**src/accstk_defines.svh**
```systemverilog
// Purpose: Named constants for the accumulator and stack unit.
// Assumes: Included by its bare name from every design file.
// Notes: Types live in accstk_pkg; only numbers live here.
//
// Overview of operation
// RULE1 - Accumulator is 32 bits, eight BCD digits.
// RULE2 - Scan end clears accumulator to zero.
// RULE3 - Double load/store moves two words or constant.
// RULE4 - Manipulation result replaces the accumulator value.
// RULE5 - First load in scan pushes nothing.
// RULE6 - Later loads push old accumulator first.
// RULE7 - Store cancels the pending push.
// RULE8 - Push moves every entry down one.
// RULE9 - Stack holds eight 32-bit entries.
// RULE10 - Push with full stack loses bottom entry.
// RULE11 - Pop moves top into accumulator, shifts up.
// RULE12 - Pointer value is binary form of octal.
// RULE13 - Address load converts octal, loads accumulator.
// RULE14 - Pointer load reads designated word into low half.
// RULE15 - Word load clears accumulator upper half.
// RULE16 - Word store writes accumulator low half.
// RULE17 - Flags for negative value and zero load.
// RULE18 - Flag pointer outside the memory range.
`ifndef ACCSTK_DEFINES_SVH
`define ACCSTK_DEFINES_SVH
`define ACCSTK_ACC_W 32
`define ACCSTK_WORD_W 16
`define ACCSTK_DEPTH 8
`define ACCSTK_OCT_DIGITS 6
`define ACCSTK_OCT_W 24
`define ACCSTK_ACC_ZERO 32'h00000000
`define ACCSTK_HALF_ZERO 16'h0000
`define ACCSTK_SIGN_BIT 31
`define ACCSTK_PTR_LIMIT 16'h1000
`define ACCSTK_PTR_LAST 16'h0FFF
`define ACCSTK_LO_BEAT 1'b0
`define ACCSTK_HI_BEAT 1'b1
`endif

```
**src/accstk_pkg.sv**
```systemverilog
// Purpose: Types shared by the accumulator and stack unit.
// Assumes: accstk_defines.svh gives the widths.
// Notes: Nothing here is imported; users write accstk_pkg::name.
`include "accstk_defines.svh"
package accstk_pkg;
   // Operations that the sequencer can issue.
   typedef enum logic [2:0] {
      nop_op = 3'h0,
      load_word_op = 3'h1,
      load_double_op = 3'h2,
      load_address_op = 3'h3,
      store_word_op = 3'h4,
      store_double_op = 3'h5,
      pop_op = 3'h6,
      result_op = 3'h7
   } accstk_op_e;
   // Sequencing states, one-hot.
   typedef enum logic [6:0] {
      S_IDLE = 7'h01,
      S_PTR = 7'h02,
      S_PTRW = 7'h04,
      S_RD = 7'h08,
      S_RDW = 7'h10,
      S_WR = 7'h20,
      S_FIN = 7'h40
   } accstk_state_e;
   // One command from the sequencer.
   typedef struct packed {
      accstk_op_e op;
      logic use_mem;
      logic indirect;
      logic [`ACCSTK_WORD_W-1:0] addr;
      logic [`ACCSTK_ACC_W-1:0] data;
   } accstk_cmd_s;
   // Word memory request.
   typedef struct packed {
      logic rd;
      logic wr;
      logic [`ACCSTK_WORD_W-1:0] addr;
      logic [`ACCSTK_WORD_W-1:0] wdata;
   } accstk_mem_s;
   // Status flags.
   typedef struct packed {
      logic negative;
      logic zero;
      logic ptr_range;
   } accstk_flags_s;
endpackage : accstk_pkg

```
**src/accstk_unit.sv**
```systemverilog
// Purpose: Accumulator with push-down stack and word-memory sequencing.
// Assumes: Memory returns read data in the cycle after a read request.
// Notes: Commands are taken only while idle and never during scan_end.
`include "accstk_defines.svh"
`timescale 1ns/1ps
`default_nettype none
module accstk_unit (
   input wire logic mclk, // Unit clock, 100 MHz.
   input wire logic reset_n, // Asynchronous reset, active low.
   input wire logic scan_end, // End of program scan, one-cycle pulse.
   input wire logic cmd_valid, // Command offered by the sequencer.
   input wire accstk_pkg::accstk_cmd_s cmd, // Command fields.
   input wire logic [`ACCSTK_ACC_W-1:0] result_data, // Manipulation result.
   input wire logic [`ACCSTK_WORD_W-1:0] mem_rdata, // Word read data.
   output logic cmd_ready, // Unit can take a command.
   output logic done, // Command finished, one-cycle pulse.
   output logic [`ACCSTK_ACC_W-1:0] acc_out, // Accumulator value.
   output logic [`ACCSTK_ACC_W-1:0] stack_top, // Top stack entry.
   output logic stack_lost, // Bottom entry discarded, pulse.
   output accstk_pkg::accstk_mem_s mem_req, // Word memory request.
   output accstk_pkg::accstk_flags_s flags // Status flags.
);
   logic [1:0] rst_sync_ff;
   logic rst_n;
   accstk_pkg::accstk_state_e state_ff;
   accstk_pkg::accstk_state_e nxt_state;
   accstk_pkg::accstk_cmd_s cur_ff;
   accstk_pkg::accstk_mem_s mem_ff;
   accstk_pkg::accstk_mem_s nxt_mem;
   accstk_pkg::accstk_flags_s flags_ff;
   logic [`ACCSTK_ACC_W-1:0] acc_ff;
   logic [`ACCSTK_ACC_W-1:0] nxt_acc;
   logic [`ACCSTK_WORD_W-1:0] base_ff;
   logic [`ACCSTK_WORD_W-1:0] nxt_base;
   logic [`ACCSTK_WORD_W-1:0] lo_ff;
   logic beat_ff;
   logic nxt_beat;
   logic push_pending_ff;
   logic nxt_pending;
   logic cmd_ready_ff;
   logic done_ff;
   ////////////////////////////////////////////////////////////////////////////
   // Reset release through two flops; assertion stays asynchronous.
   always_ff @(posedge mclk or negedge reset_n) begin
      if (!reset_n) begin
         rst_sync_ff <= 2'h0;
      end else begin
         rst_sync_ff <= {rst_sync_ff[0], 1'b1};
      end
   end
   assign rst_n = rst_sync_ff[1];
   ////////////////////////////////////////////////////////////////////////////
   // Command decode. While busy the latched command steers the datapath.
   wire accept = cmd_valid && cmd_ready_ff && !scan_end && (state_ff == accstk_pkg::S_IDLE);
   wire accstk_pkg::accstk_op_e op_sel = accept ? cmd.op : cur_ff.op;
   wire op_double = (op_sel == accstk_pkg::load_double_op) || (op_sel == accstk_pkg::store_double_op);
   wire op_store = (op_sel == accstk_pkg::store_word_op) || (op_sel == accstk_pkg::store_double_op);
   wire op_mem_load = (op_sel == accstk_pkg::load_word_op) || (op_sel == accstk_pkg::load_double_op);
   wire op_indirect = accept ? cmd.indirect : cur_ff.indirect;
   wire cmd_needs_mem = op_store || (op_mem_load && cmd.use_mem);
   wire cmd_const_load = op_mem_load && !cmd.use_mem;
   wire cmd_lda = op_sel == accstk_pkg::load_address_op;
   wire last_beat = !op_double || beat_ff;
   // A double access through a pointer needs the following word too.
   wire ptr_bad = (mem_rdata >= `ACCSTK_PTR_LIMIT) || (op_double && (mem_rdata == `ACCSTK_PTR_LAST)); // RULE18
   wire ptr_check = state_ff == accstk_pkg::S_PTRW;
   wire data_done = (state_ff == accstk_pkg::S_RDW) && last_beat;
   wire store_done = (state_ff == accstk_pkg::S_WR) && last_beat;
   ////////////////////////////////////////////////////////////////////////////
   // Actions that write the accumulator.
   wire exec_load = (accept && (cmd_const_load || cmd_lda)) || data_done;
   wire exec_pop = accept && (cmd.op == accstk_pkg::pop_op);
   wire exec_result = accept && (cmd.op == accstk_pkg::result_op);
   wire acc_write = !scan_end && (exec_load || exec_pop || exec_result);
   wire stk_push = !scan_end && exec_load && push_pending_ff; // RULE5 RULE6
   wire stk_pop = exec_pop;
   wire [`ACCSTK_WORD_W-1:0] lda_value;
   wire [`ACCSTK_ACC_W-1:0] stk_top;
   wire stk_lost;
   accstk_octal_conv u_conv (
      .octal_in(cmd.data[`ACCSTK_OCT_W-1:0]),
      .bin_out(lda_value)
   );
   accstk_stack_mem u_stack (
      .clk(mclk),
      .rst_n(rst_n),
      .push(stk_push),
      .pop(stk_pop),
      .push_data(acc_ff),
      .top_data(stk_top),
      .discard(stk_lost)
   );
   ////////////////////////////////////////////////////////////////////////////
   // Load value: memory words pair low address to low half.
   wire [`ACCSTK_ACC_W-1:0] mem_value = (op_sel == accstk_pkg::load_double_op) ?
      {mem_rdata, lo_ff} : {`ACCSTK_HALF_ZERO, mem_rdata}; // RULE3 RULE14 RULE15
   wire [`ACCSTK_ACC_W-1:0] const_value = (cmd.op == accstk_pkg::load_double_op) ?
      cmd.data : {`ACCSTK_HALF_ZERO, cmd.data[`ACCSTK_WORD_W-1:0]}; // RULE3 RULE15
   wire [`ACCSTK_ACC_W-1:0] load_value = data_done ? mem_value :
      (cmd_lda ? {`ACCSTK_HALF_ZERO, lda_value} : const_value); // RULE13
   // Scan end wins over any write; the sequencer is expected to space them.
   assign nxt_acc = scan_end ? `ACCSTK_ACC_ZERO : // RULE2
                    exec_pop ? stk_top : // RULE11
                    exec_result ? result_data : // RULE4
                    exec_load ? load_value : acc_ff; // RULE1
   assign nxt_pending = scan_end ? 1'b0 :
                        exec_load ? 1'b1 :
                        store_done ? 1'b0 : push_pending_ff; // RULE7
   ////////////////////////////////////////////////////////////////////////////
   // Sequencer for pointer fetch, data reads and data writes.
   always_comb begin
      nxt_state = state_ff;
      case (state_ff)
         accstk_pkg::S_IDLE: begin
            if (accept && cmd_needs_mem && cmd.indirect) begin
               nxt_state = accstk_pkg::S_PTR;
            end else if (accept && cmd_needs_mem) begin
               nxt_state = op_store ? accstk_pkg::S_WR : accstk_pkg::S_RD;
            end else if (accept) begin
               nxt_state = accstk_pkg::S_FIN;
            end
         end
         accstk_pkg::S_PTR: begin
            nxt_state = accstk_pkg::S_PTRW;
         end
         accstk_pkg::S_PTRW: begin
            if (ptr_bad) begin
               nxt_state = accstk_pkg::S_FIN;
            end else begin
               nxt_state = op_store ? accstk_pkg::S_WR : accstk_pkg::S_RD;
            end
         end
         accstk_pkg::S_RD: begin
            nxt_state = accstk_pkg::S_RDW;
         end
         accstk_pkg::S_RDW: begin
            nxt_state = last_beat ? accstk_pkg::S_FIN : accstk_pkg::S_RD;
         end
         accstk_pkg::S_WR: begin
            nxt_state = last_beat ? accstk_pkg::S_FIN : accstk_pkg::S_WR;
         end
         accstk_pkg::S_FIN: begin
            nxt_state = accstk_pkg::S_IDLE;
         end
         default: begin
            nxt_state = accstk_pkg::S_IDLE;
         end
      endcase
   end
   ////////////////////////////////////////////////////////////////////////////
   // Address base and word beat; the pointer word replaces the base.
   assign nxt_base = accept ? cmd.addr : (ptr_check ? mem_rdata : base_ff); // RULE12 RULE14
   assign nxt_beat = (accept || ptr_check) ? `ACCSTK_LO_BEAT :
                     (((state_ff == accstk_pkg::S_RDW) || (state_ff == accstk_pkg::S_WR)) && !beat_ff) ?
                     `ACCSTK_HI_BEAT : beat_ff;
   // Requests are registered, so the memory sees them one cycle after decode.
   assign nxt_mem.rd = (nxt_state == accstk_pkg::S_PTR) || (nxt_state == accstk_pkg::S_RD);
   assign nxt_mem.wr = nxt_state == accstk_pkg::S_WR;
   assign nxt_mem.addr = nxt_base + {{(`ACCSTK_WORD_W-1){1'b0}}, nxt_beat}; // RULE3
   assign nxt_mem.wdata = nxt_beat ? acc_ff[`ACCSTK_ACC_W-1:`ACCSTK_WORD_W] :
                          acc_ff[`ACCSTK_WORD_W-1:0]; // RULE16
   ////////////////////////////////////////////////////////////////////////////
   // Sequencer and request registers.
   always_ff @(posedge mclk or negedge rst_n) begin
      if (!rst_n) begin
         state_ff <= accstk_pkg::S_IDLE;
         mem_ff <= '0;
         base_ff <= `ACCSTK_HALF_ZERO;
         beat_ff <= `ACCSTK_LO_BEAT;
         cmd_ready_ff <= 1'b0;
         done_ff <= 1'b0;
      end else begin
         state_ff <= nxt_state;
         mem_ff <= nxt_mem;
         base_ff <= nxt_base;
         beat_ff <= nxt_beat;
         cmd_ready_ff <= nxt_state == accstk_pkg::S_IDLE;
         done_ff <= nxt_state == accstk_pkg::S_FIN;
      end
   end
   // Latched command and the low word of a double read.
   always_ff @(posedge mclk or negedge rst_n) begin
      if (!rst_n) begin
         cur_ff <= '0;
         lo_ff <= `ACCSTK_HALF_ZERO;
      end else begin
         if (accept) begin
            cur_ff <= cmd;
         end
         if ((state_ff == accstk_pkg::S_RDW) && !beat_ff) begin
            lo_ff <= mem_rdata; // RULE3
         end
      end
   end
   ////////////////////////////////////////////////////////////////////////////
   // Accumulator, push state and flags.
   always_ff @(posedge mclk or negedge rst_n) begin
      if (!rst_n) begin
         acc_ff <= `ACCSTK_ACC_ZERO;
         push_pending_ff <= 1'b0;
         flags_ff <= '0;
      end else begin
         acc_ff <= nxt_acc;
         push_pending_ff <= nxt_pending;
         flags_ff.negative <= nxt_acc[`ACCSTK_SIGN_BIT]; // RULE17
         if (acc_write) begin
            flags_ff.zero <= nxt_acc == `ACCSTK_ACC_ZERO; // RULE17
         end
         if (ptr_check) begin
            flags_ff.ptr_range <= ptr_bad; // RULE18
         end
      end
   end
   // Outputs.
   assign cmd_ready = cmd_ready_ff;
   assign done = done_ff;
   assign acc_out = acc_ff;
   assign stack_top = stk_top;
   assign stack_lost = stk_lost;
   assign mem_req = mem_ff;
   assign flags = flags_ff;
endmodule : accstk_unit
`default_nettype wire

```
**src/accstk_octal_conv.sv**
```systemverilog
// Purpose: Turn an octal address, one digit per nibble, into binary.
// Assumes: Each nibble holds a digit 0 to 7; bit 3 of a nibble is ignored.
// Notes: Purely combinational; the caller registers the result.
`include "accstk_defines.svh"
`timescale 1ns/1ps
`default_nettype none
module accstk_octal_conv (
   input wire logic [`ACCSTK_OCT_W-1:0] octal_in, // Octal digits, one per nibble.
   output logic [`ACCSTK_WORD_W-1:0] bin_out // Binary equivalent, low 16 bits.
);
   logic [3*`ACCSTK_OCT_DIGITS-1:0] packed_bits;
   ////////////////////////////////////////////////////////////////////////////
   // Each octal digit is exactly three binary bits, so conversion is a repack.
   genvar g;
   generate
      for (g = 0; g < `ACCSTK_OCT_DIGITS; g = g + 1) begin : g_digit
         assign packed_bits[3*g +: 3] = octal_in[4*g +: 3]; // RULE12
      end
   endgenerate
   // Digits above 177777 octal do not fit a word and are dropped.
   assign bin_out = packed_bits[`ACCSTK_WORD_W-1:0]; // RULE13
endmodule : accstk_octal_conv
`default_nettype wire

```
**src/accstk_stack_mem.sv**
```systemverilog
// Purpose: Eight-level push-down stack of 32-bit words.
// Assumes: Push and pop never arrive in the same cycle.
// Notes: Entry 0 is the top; all data leave from registers.
`include "accstk_defines.svh"
`timescale 1ns/1ps
`default_nettype none
module accstk_stack_mem (
   input wire logic clk, // Unit clock.
   input wire logic rst_n, // Synchronised reset, active low.
   input wire logic push, // Push request, one-cycle pulse.
   input wire logic pop, // Pop request, one-cycle pulse.
   input wire logic [`ACCSTK_ACC_W-1:0] push_data, // Value pushed on top.
   output logic [`ACCSTK_ACC_W-1:0] top_data, // Current top entry.
   output logic discard // Bottom entry lost, one-cycle pulse.
);
   logic [`ACCSTK_ACC_W-1:0] ent_ff [`ACCSTK_DEPTH];
   // Unpacked so that each generated cell owns its own valid bit.
   logic vld_ff [`ACCSTK_DEPTH];
   logic discard_ff;
   ////////////////////////////////////////////////////////////////////////////
   // One shifting cell per level; the bottom refills with zero on pop.
   genvar i;
   generate
      for (i = 0; i < `ACCSTK_DEPTH; i = i + 1) begin : g_ent
         wire [`ACCSTK_ACC_W-1:0] from_up;
         wire [`ACCSTK_ACC_W-1:0] from_dn;
         wire up_vld;
         wire dn_vld;
         if (i == 0) begin : g_top
            assign from_up = push_data;
            assign up_vld = 1'b1;
         end else begin : g_mid
            assign from_up = ent_ff[i-1];
            assign up_vld = vld_ff[i-1];
         end
         if (i == `ACCSTK_DEPTH-1) begin : g_bot
            assign from_dn = `ACCSTK_ACC_ZERO;
            assign dn_vld = 1'b0;
         end else begin : g_nbot
            assign from_dn = ent_ff[i+1];
            assign dn_vld = vld_ff[i+1];
         end
         always_ff @(posedge clk or negedge rst_n) begin
            if (!rst_n) begin
               ent_ff[i] <= `ACCSTK_ACC_ZERO;
               vld_ff[i] <= 1'b0;
            end else if (push) begin
               ent_ff[i] <= from_up; // RULE8 RULE9
               vld_ff[i] <= up_vld;
            end else if (pop) begin
               ent_ff[i] <= from_dn; // RULE11
               vld_ff[i] <= dn_vld;
            end
         end
      end
   endgenerate
   ////////////////////////////////////////////////////////////////////////////
   // The old bottom simply falls off; nothing can bring it back.
   always_ff @(posedge clk or negedge rst_n) begin
      if (!rst_n) begin
         discard_ff <= 1'b0;
      end else begin
         discard_ff <= push && vld_ff[`ACCSTK_DEPTH-1]; // RULE10
      end
   end
   assign top_data = ent_ff[0];
   assign discard = discard_ff;
endmodule : accstk_stack_mem
`default_nettype wire

```
**config.mk**
```make
export PLATFORM = sky130hd
export DESIGN_NAME = accstk_unit
export DESIGN_NICKNAME = d
export VERILOG_FILES = /design/src/accstk_pkg.sv /design/src/accstk_unit.sv /design/src/accstk_octal_conv.sv /design/src/accstk_stack_mem.sv
export VERILOG_INCLUDE_DIRS = /design/src /design/src/src
export SDC_FILE = /design/constraint.sdc
export NUM_CORES = 1
export LEC_CHECK = 0
export BUFFER_PORTS_ARGS = -buffer_cell sky130_fd_sc_hd__buf_2
export CAP_MARGIN = 10
export CORE_ASPECT_RATIO = 1.2
export CORE_UTILIZATION = 55
export CTS_BUF_LIST = sky130_fd_sc_hd__clkbuf_4
export DETAILED_ROUTE_END_ITERATION = 8
export PLACE_DENSITY = 0.76
export SYNTH_ARGS = -nofsm -noshare
export SYNTH_HDL_FRONTEND = slang
export SYNTH_SLANG_ARGS = --single-unit
```
**constraint.sdc**
```tcl
create_clock -name mclk -period 13.75 [get_ports mclk]
set_input_delay 2.75 -clock mclk [delete_from_list [all_inputs] [get_ports mclk]]
set_output_delay 2.75 -clock mclk [all_outputs]
set_load 0.1 [all_outputs]
```
## After elaboration in Yosys (flattened, before gate mapping)

Index checks and enable logic that the tools add are counted.
W data, S select, Z words.

| storage, ports and cells | value |
|---|---|
| bits in registers | 382 |
| logic and storage cells | 152 |
| input bits | 105 |
| output and inout bits | 104 |

| operators by class | value |
|---|---|
| mux-type cells | 57 |
| eq/ne operators | 20 |
| $add $sub $neg | 1 |
| magnitude comparators | 1 |
| reductions and logical operators | 39 |

Operator list:

| kind | number |
|---|---|
| $mux W32 | 24 |
| $mux W16 | 3 |
| $mux W7 | 6 |
| $pmux W7 S6 | 1 |
| $logic_not A32 Y1 | 1 |
| $mux W1 | 21 |
| $logic_and A1 B1 Y1 | 19 |
| $add A16 B1 Y16 | 1 |
| $eq A16 B12 Y1 const B | 1 |
| $ge A16 B13 Y1 const B | 1 |
| $eq A7 B1 Y1 const B | 2 |
| $eq A7 B2 Y1 const B | 2 |
| $eq A7 B4 Y1 const B | 2 |
| $eq A7 B6 Y1 const B | 2 |
| $logic_or A1 B1 Y1 | 13 |
| $eq A3 B3 Y1 const B | 4 |
| $eq A3 B2 Y1 const B | 3 |
| $eq A7 B3 Y1 const B | 1 |
| $eq A7 B5 Y1 const B | 1 |
| $eq A7 B7 Y1 const B | 1 |
| $mux W6 | 1 |
| $logic_not A1 Y1 | 4 |
| $eq A3 B1 Y1 const B | 1 |
| $mux W3 | 1 |
| 2 further kinds | 2 |

## Depth between registers and ports, before layout

| logic depth | value |
|---|---|
| word-level depth | 15 |
| depth in mapped cells | 15 |
| gate-level depth less buffers | 12 |

## Modules after synthesis

A second synthesis with hierarchy kept.

| second synthesis, totals | value |
|---|---|
| cell total of the unflattened synthesis | 1880 |
| area total of the unflattened synthesis | 18989.5 um2 |

By module, submodules not included:

| module | seq. area each (um2) | cells each | times used | area an instance (um2) |
|---|---|---|---|---|
| accstk_stack_mem | 6631.4 | 1142 | 1 | 12211.7 |
| accstk_unit | 2904.0 | 722 | 1 | 6657.6 |
| accstk_octal_conv | 0.0 | 16 | 1 | 120.1 |

## Worst setup path before layout

OpenSTA, ideal clock, no wires.

| path | value |
|---|---|
| path kind | input to register |
| from | input scan_end |
| to | register flags_ff (netlist bit flags[1]) |
| stages | 12 |
| setup time | 92 ps |
| buffers on the path | 2 |
| slack | 7758 ps |
| data arrival time | 5900 ps |
| cell sequence | nand3b_1 > clkbuf_1 > nor3_4 > mux2i_2 > buf_2 > mux2i_1 > o21ai_0 > a21oi_1 > a211oi_1 > or4b_1 > or4_1 > o31ai_2 |

| on the way | value |
|---|---|
| word-level cells in the longest chain between the ends | 15 |
| elaborated cells on any way between the ends | 30 |

Ends and longest elaborated chain:

| element | RTL line | text |
|---|---|---|
| from (decl) | accstk_unit.sv:10 | `input wire logic scan_end,` |
| $logic_not A1 Y1 | accstk_unit.sv:54 | `wire accept = cmd_valid && cmd_ready_ff && !scan_end && (state_ff == accstk_pkg::S_IDLE);` |
| $logic_and A1 B1 Y1 (2 in a row) | accstk_unit.sv:54 |  |
| $mux W3 | accstk_unit.sv:55 | `wire accstk_pkg::accstk_op_e op_sel = accept ? cmd.op : cur_ff.op;` |
| $eq A3 B2 Y1 (tied with other cells) | accstk_unit.sv:56, accstk_unit.sv:58, accstk_unit.sv:95 |  |
| $logic_or A1 B1 Y1, on equally long branches | accstk_unit.sv:56, accstk_unit.sv:58 |  |
| $logic_not A1 Y1 / $logic_and A1 B1 Y1 (equally long branches) | accstk_unit.sv:63, accstk_unit.sv:61 |  |
| $logic_or A1 B1 Y1, on equally long branches | accstk_unit.sv:63, accstk_unit.sv:71 |  |
| $logic_and A1 B1 Y1, on equally long branches | accstk_unit.sv:67, accstk_unit.sv:71 |  |
| $mux W32 / $logic_or A1 B1 Y1 (equally long branches) | accstk_unit.sv:99, accstk_unit.sv:71 |  |
| $mux W32 | accstk_unit.sv:105 | `exec_load ? load_value : acc_ff;` |
| $mux W32 | accstk_unit.sv:104 | `exec_result ? result_data :` |
| $mux W32 | accstk_unit.sv:103 | `exec_pop ? stk_top :` |
| $mux W32 (*) | accstk_unit.sv:102 | `` assign nxt_acc = scan_end ? `ACCSTK_ACC_ZERO : `` |
| via nxt_acc[0] | accstk_unit.sv:32 | `` logic [`ACCSTK_ACC_W-1:0] nxt_acc; `` |
| $logic_not A32 Y1 (no source line) (*) | -- |  |
| to (decl) | accstk_unit.sv:30 | `accstk_pkg::accstk_flags_s flags_ff;` |

The timed path passes the listed nets; every way through them passes the cells marked *.
A chain may end at the register's enable or synchronous reset.

## Worst setup path after layout

| path | value |
|---|---|
| from | input scan_end |
| to | register u_stack.ent_ff (netlist bit u_stack.g_ent[6].from_dn[28]) |

| on the way | value |
|---|---|
| word-level cells in the longest chain between the ends | 13 |
| elaborated cells on any way between the ends | 22 |

Ends and longest elaborated chain:

| element | RTL line | text |
|---|---|---|
| $logic_not A1 Y1 (*) | accstk_unit.sv:54, accstk_unit.sv:75 |  |
| $logic_and A1 B1 Y1 (2 in a row) | accstk_unit.sv:54 |  |
| $mux W3 | accstk_unit.sv:55 |  |
| $eq A3 B1 Y1 (tied with other cells) | accstk_unit.sv:58 | `wire op_mem_load = (op_sel == accstk_pkg::load_word_op) \|\| (op_sel == accstk_pkg::load_double_op);` |
| $logic_or A1 B1 Y1, on equally long branches | accstk_unit.sv:58, accstk_unit.sv:56 |  |
| $logic_and A1 B1 Y1 / $logic_not A1 Y1 (equally long branches) | accstk_unit.sv:61, accstk_unit.sv:63 |  |
| $logic_or A1 B1 Y1, on equally long branches | accstk_unit.sv:71, accstk_unit.sv:63 |  |
| $logic_and A1 B1 Y1, on equally long branches | accstk_unit.sv:71, accstk_unit.sv:67 |  |
| $logic_or A1 B1 Y1 | accstk_unit.sv:71 | `wire exec_load = (accept && (cmd_const_load \|\| cmd_lda)) \|\| data_done;` |
| $logic_and A1 B1 Y1 (2 in a row) | accstk_unit.sv:75 | `wire stk_push = !scan_end && exec_load && push_pending_ff;` |
| $mux W32 / $reduce_bool A2 Y1 (equally long branches) | -- |  |
| to (signal, indexed assignment) | accstk_stack_mem.sv:45 | `` ent_ff[i] <= `ACCSTK_ACC_ZERO; `` |
| to (signal, indexed assignment) | accstk_stack_mem.sv:48 | `ent_ff[i] <= from_up;` |
| to (signal, indexed assignment) | accstk_stack_mem.sv:51 | `ent_ff[i] <= from_dn;` |
| to (decl) | accstk_stack_mem.sv:16 | `` logic [`ACCSTK_ACC_W-1:0] ent_ff [`ACCSTK_DEPTH]; `` |

Mark *: on every way between the ends. The rest lies on a longest branch, timed or not.

==> metrics.yaml <==
worst_setup_path:
  critPathMaxFanout: 93
  cp-end-kind: "flip-flop"
  required_ns: 14.31
  arrival_ns: 7.69
  path_class: "primary input to flip-flop"
  cp-start-kind: "primary input"
finish:
  multiInputGateArea_um2: 7380
  num-nets-final: 2216
  drive_gt1_share_pct: 19.1
  regArea_um2: 9540
  fillers: 2639
  layout_common_cells: "nand2_1 (624), dfrtp_1 (379), buf_2 (208)"
  syn_to_final_growth_pct: 13.5
  final_common_cell: "nand2_1"
  finalNonFillerCells: 2578
synthesis:
  synth-async-reset-ratio_pct: 100
  syn_nets: 2030
  syn_area_um2: 17500
  yosysTopAreaCellShare_pct: 54.5
  synth-edff-count: 0
  synthFlopType: "dfrtp_1"
  avgSynthCellArea_um2: 9.08
  yosys.area.top_type: "dfrtp_1"
  ys_seq_area_share_pct: 54.6
  syn_inst: 1923
  ys_seq_elements: 381
  ys_warn_count: 0
  yosys-top-cells-area: "dfrtp_1 (54%), nand2_1 (13%), a31oi_1 (5.0%)"
  synth_cell_type_count: 70
timing:
  finalCritPeriodShare_pct: 51.9
  tns_ns: 0
  max_freq_mhz: 140
  hold_viol: 0
  worstMarginPinSlew_ns: 1.16
  finalCriticalPeriod_ns: 7.14
  fin_skew_ns: 0.0602
  relSlewSlack_pct: 22.5
  final_max_slew_viol_count: 0
  finalWorstSetupSlack_ns: 6.61
  setup_viol: 0
  rsz0062_at_grt: "no"
global_routing:
  grt_antenna_before_repair: 2
  grt_overflow_total: 0
  track_usage_pct: 32.3
  grt_pass1_vias: 14200
  grt_pass1_wl_um: 80200
  grt_start_max_net_pins: 264
routing:
  vias: 15500
  routed_wl_um: 52400
  drcViolationCount: 0
  drt-initial-drc-count: 1736
  ant_nets: 0
  wire_per_inst_um: 20.3
  drtPass1Iterations: 6
  routed_via_density: 6.00
clocking:
  clkSinkCount: 381
  postCtsSetupBuffers: 0
  clkLatencyLatePin_ns: 0.77
  htree_levels: 3
  numCtsBuffers: 94
  post_cts_resized: 0
  cts_hold_buffers: 0
  cts_tree: "yes"
  clkSlewWorstSetupHoldPaths_ns: 0.06
  clock-root-buffer: "clkbuf_4"
  clk_path_buf_depth: 3
placed_design:
  place_inst: 2414
  dp_slack_ns: 6.01
  gp_congestion: 1.01
  numPortBuffers: 208
  dp_hpwl_um: 34200
power_and_ir_drop:
  p_int_mw: 1.86
  power_leakage_nw: 10.3
  power_density_nw_per_um2: 151
  clkPwrFrac_pct: 30.6
  vdd_ir_drop_max_uv: 182
  power.switching_mw: 1.12
  pwr-share-comb_pct: 25.5
  p_seq_share_pct: 43.9
  swShare_pct: 37.6
status:
  status: "finished, final reports clean"
floorplanning:
  ios: 209
  num_rows: 71
  dieArea_um2: 32500
  coreArea_um2: 31300
  initial_core_util_pct: 55.8
  dieWidth_um: 165
  die_h_um: 197
job:
  cap_violations: 0
min_path:
  hold_path_class: "flip-flop to flip-flop"
==> worst paths after layout <==
check                                                    end  slack (ns)      startpoint  depth (start not counted)
worst min register to register                rst_sync_ff[1]        0.38  rst_sync_ff[0]                          0
worst min-delay path                          rst_sync_ff[1]        0.38  rst_sync_ff[0]                          0
min in group asynchronous       u_stack.g_ent[6].from_dn[10]        0.48  rst_sync_ff[1]                          0
worst max register to register  u_stack.g_ent[6].from_dn[28]        8.39     state_ff[5]                          9
worst max-delay path            u_stack.g_ent[6].from_dn[28]        6.61        scan_end                         10
max in group asynchronous                        mem_req[32]       11.62  rst_sync_ff[1]                          1
==> layout make-up <==
type	instances	share of cell area, %
Tap cell	401	2.53
Inverter	7	0.133
Sequential cell	381	48.1
Timing Repair Buffer	230	6.15
Clock inverter	19	0.404
Clock buffer	141	5.34
Multi-Input combinational cell	1395	37.3
Antenna cell	4	0.0505
==> cells by family after synthesis <==
| logic type | count (synthesis) | share of synthesized area, % |
|---|---|---|
| AO/OA/AOI/OAI | 409 | 15.2 |
| buffers and inverters | 147 | 3.31 |
| adder cells (fa/ha/maj) | 3 | 0.201 |
| XOR/XNOR | 15 | 0.752 |
| multiplexers | 91 | 5.41 |
| AND/OR/NAND/NOR | 876 | 20.5 |
| other | 1 | 0.0215 |
| flip-flops | 381 | 54.6 |
==> registers in the layout, indices dropped and copies added, names as in the netlist, 7 cells and up <==
name                   cells
acc_out                   32
base_ff                   16
lo_ff                     16
mem_req                   34
state_ff                   7
u_stack.g_ent.dn_vld       7
u_stack.g_ent.from_dn    224
u_stack.top_data          32
==> synthesized netlist by cell type, types with 2 or more instances <==
library cell and instances:
a221oi_1 8, nor4_1 9, clkbuf_1 120, and3b_1 2, and2_1 7, mux2_2 20
xor2_1 5, or3b_2 2, nor3_1 6, buf_4 2, a22oi_1 99, nand3_1 15
nor4_2 2, mux2i_1 69, nand2_1 624, a21o_1 2, nand3b_1 4, nor3b_1 9
o21ai_1 3, nor2b_1 6, o21a_1 5, a31oi_1 139, o22ai_1 5, buf_1 8
buf_2 8, a21oi_1 37, xnor2_1 10, o21ai_0 73, o221ai_1 2, nor2_1 159
a221o_1 6, a211oi_1 16, nand4_1 7, or3_1 7, dfrtp_1 380, ha_1 2
a311oi_1 2, nand2b_1 2, inv_1 6, or4_1 5
==> power groups by stage <==
stage,combinational (mW),sequential [mW],clock [mW]
CTS,0.753,1.31,0.934
finish,0.762,1.31,0.915
detailed placement,0.752,1.33,0
global route,0.797,1.32,0.996
floorplan,0.264,1.62,0
global placement,0.744,1.32,0
==> critical path: stages <==
cell      delay, ns
buf_2          0.31
nand3b_1       0.58
or3_1          0.83
nor3_2         0.74
a21oi_1        0.24
buf_4          0.28
nor3b_2        0.18
buf_4          0.65
buf_4          0.83
o21ai_0        0.21
==> per-layer routing <==
| layer | part of all wire, % | vias to the layer above | wire length (um) | GRT usage [%] |
|---|---|---|---|---|
| li1 | - | 7058 | - | - |
| met1 | 40 | 7479 | 21200 | 43.6 |
| met2 | 47 | 759 | 24500 | 48.8 |
| met3 | 7.4 | 167 | 3900 | 5.92 |
| met4 | 5.3 | 0 | 2780 | 18.6 |
| met5 | 0 | - | 0 | 0 |
==> stage by stage <==
step	utilization [%]	hold WS, ns	power (mW)	instance area [um^2]
5_1_grt	63.4	0.395	3.11	19800
3_5_place_dp	59.7	0.337	2.08	18700
2_1_floorplan	-	0.331	1.89	17500
3_3_place_gp	59.7	0.334	2.07	18700
6_report	63.4	0.376	2.99	19800
4_1_cts	63.3	0.383	3.00	19800
Note: power is estimated with default switching activity, not from simulation.
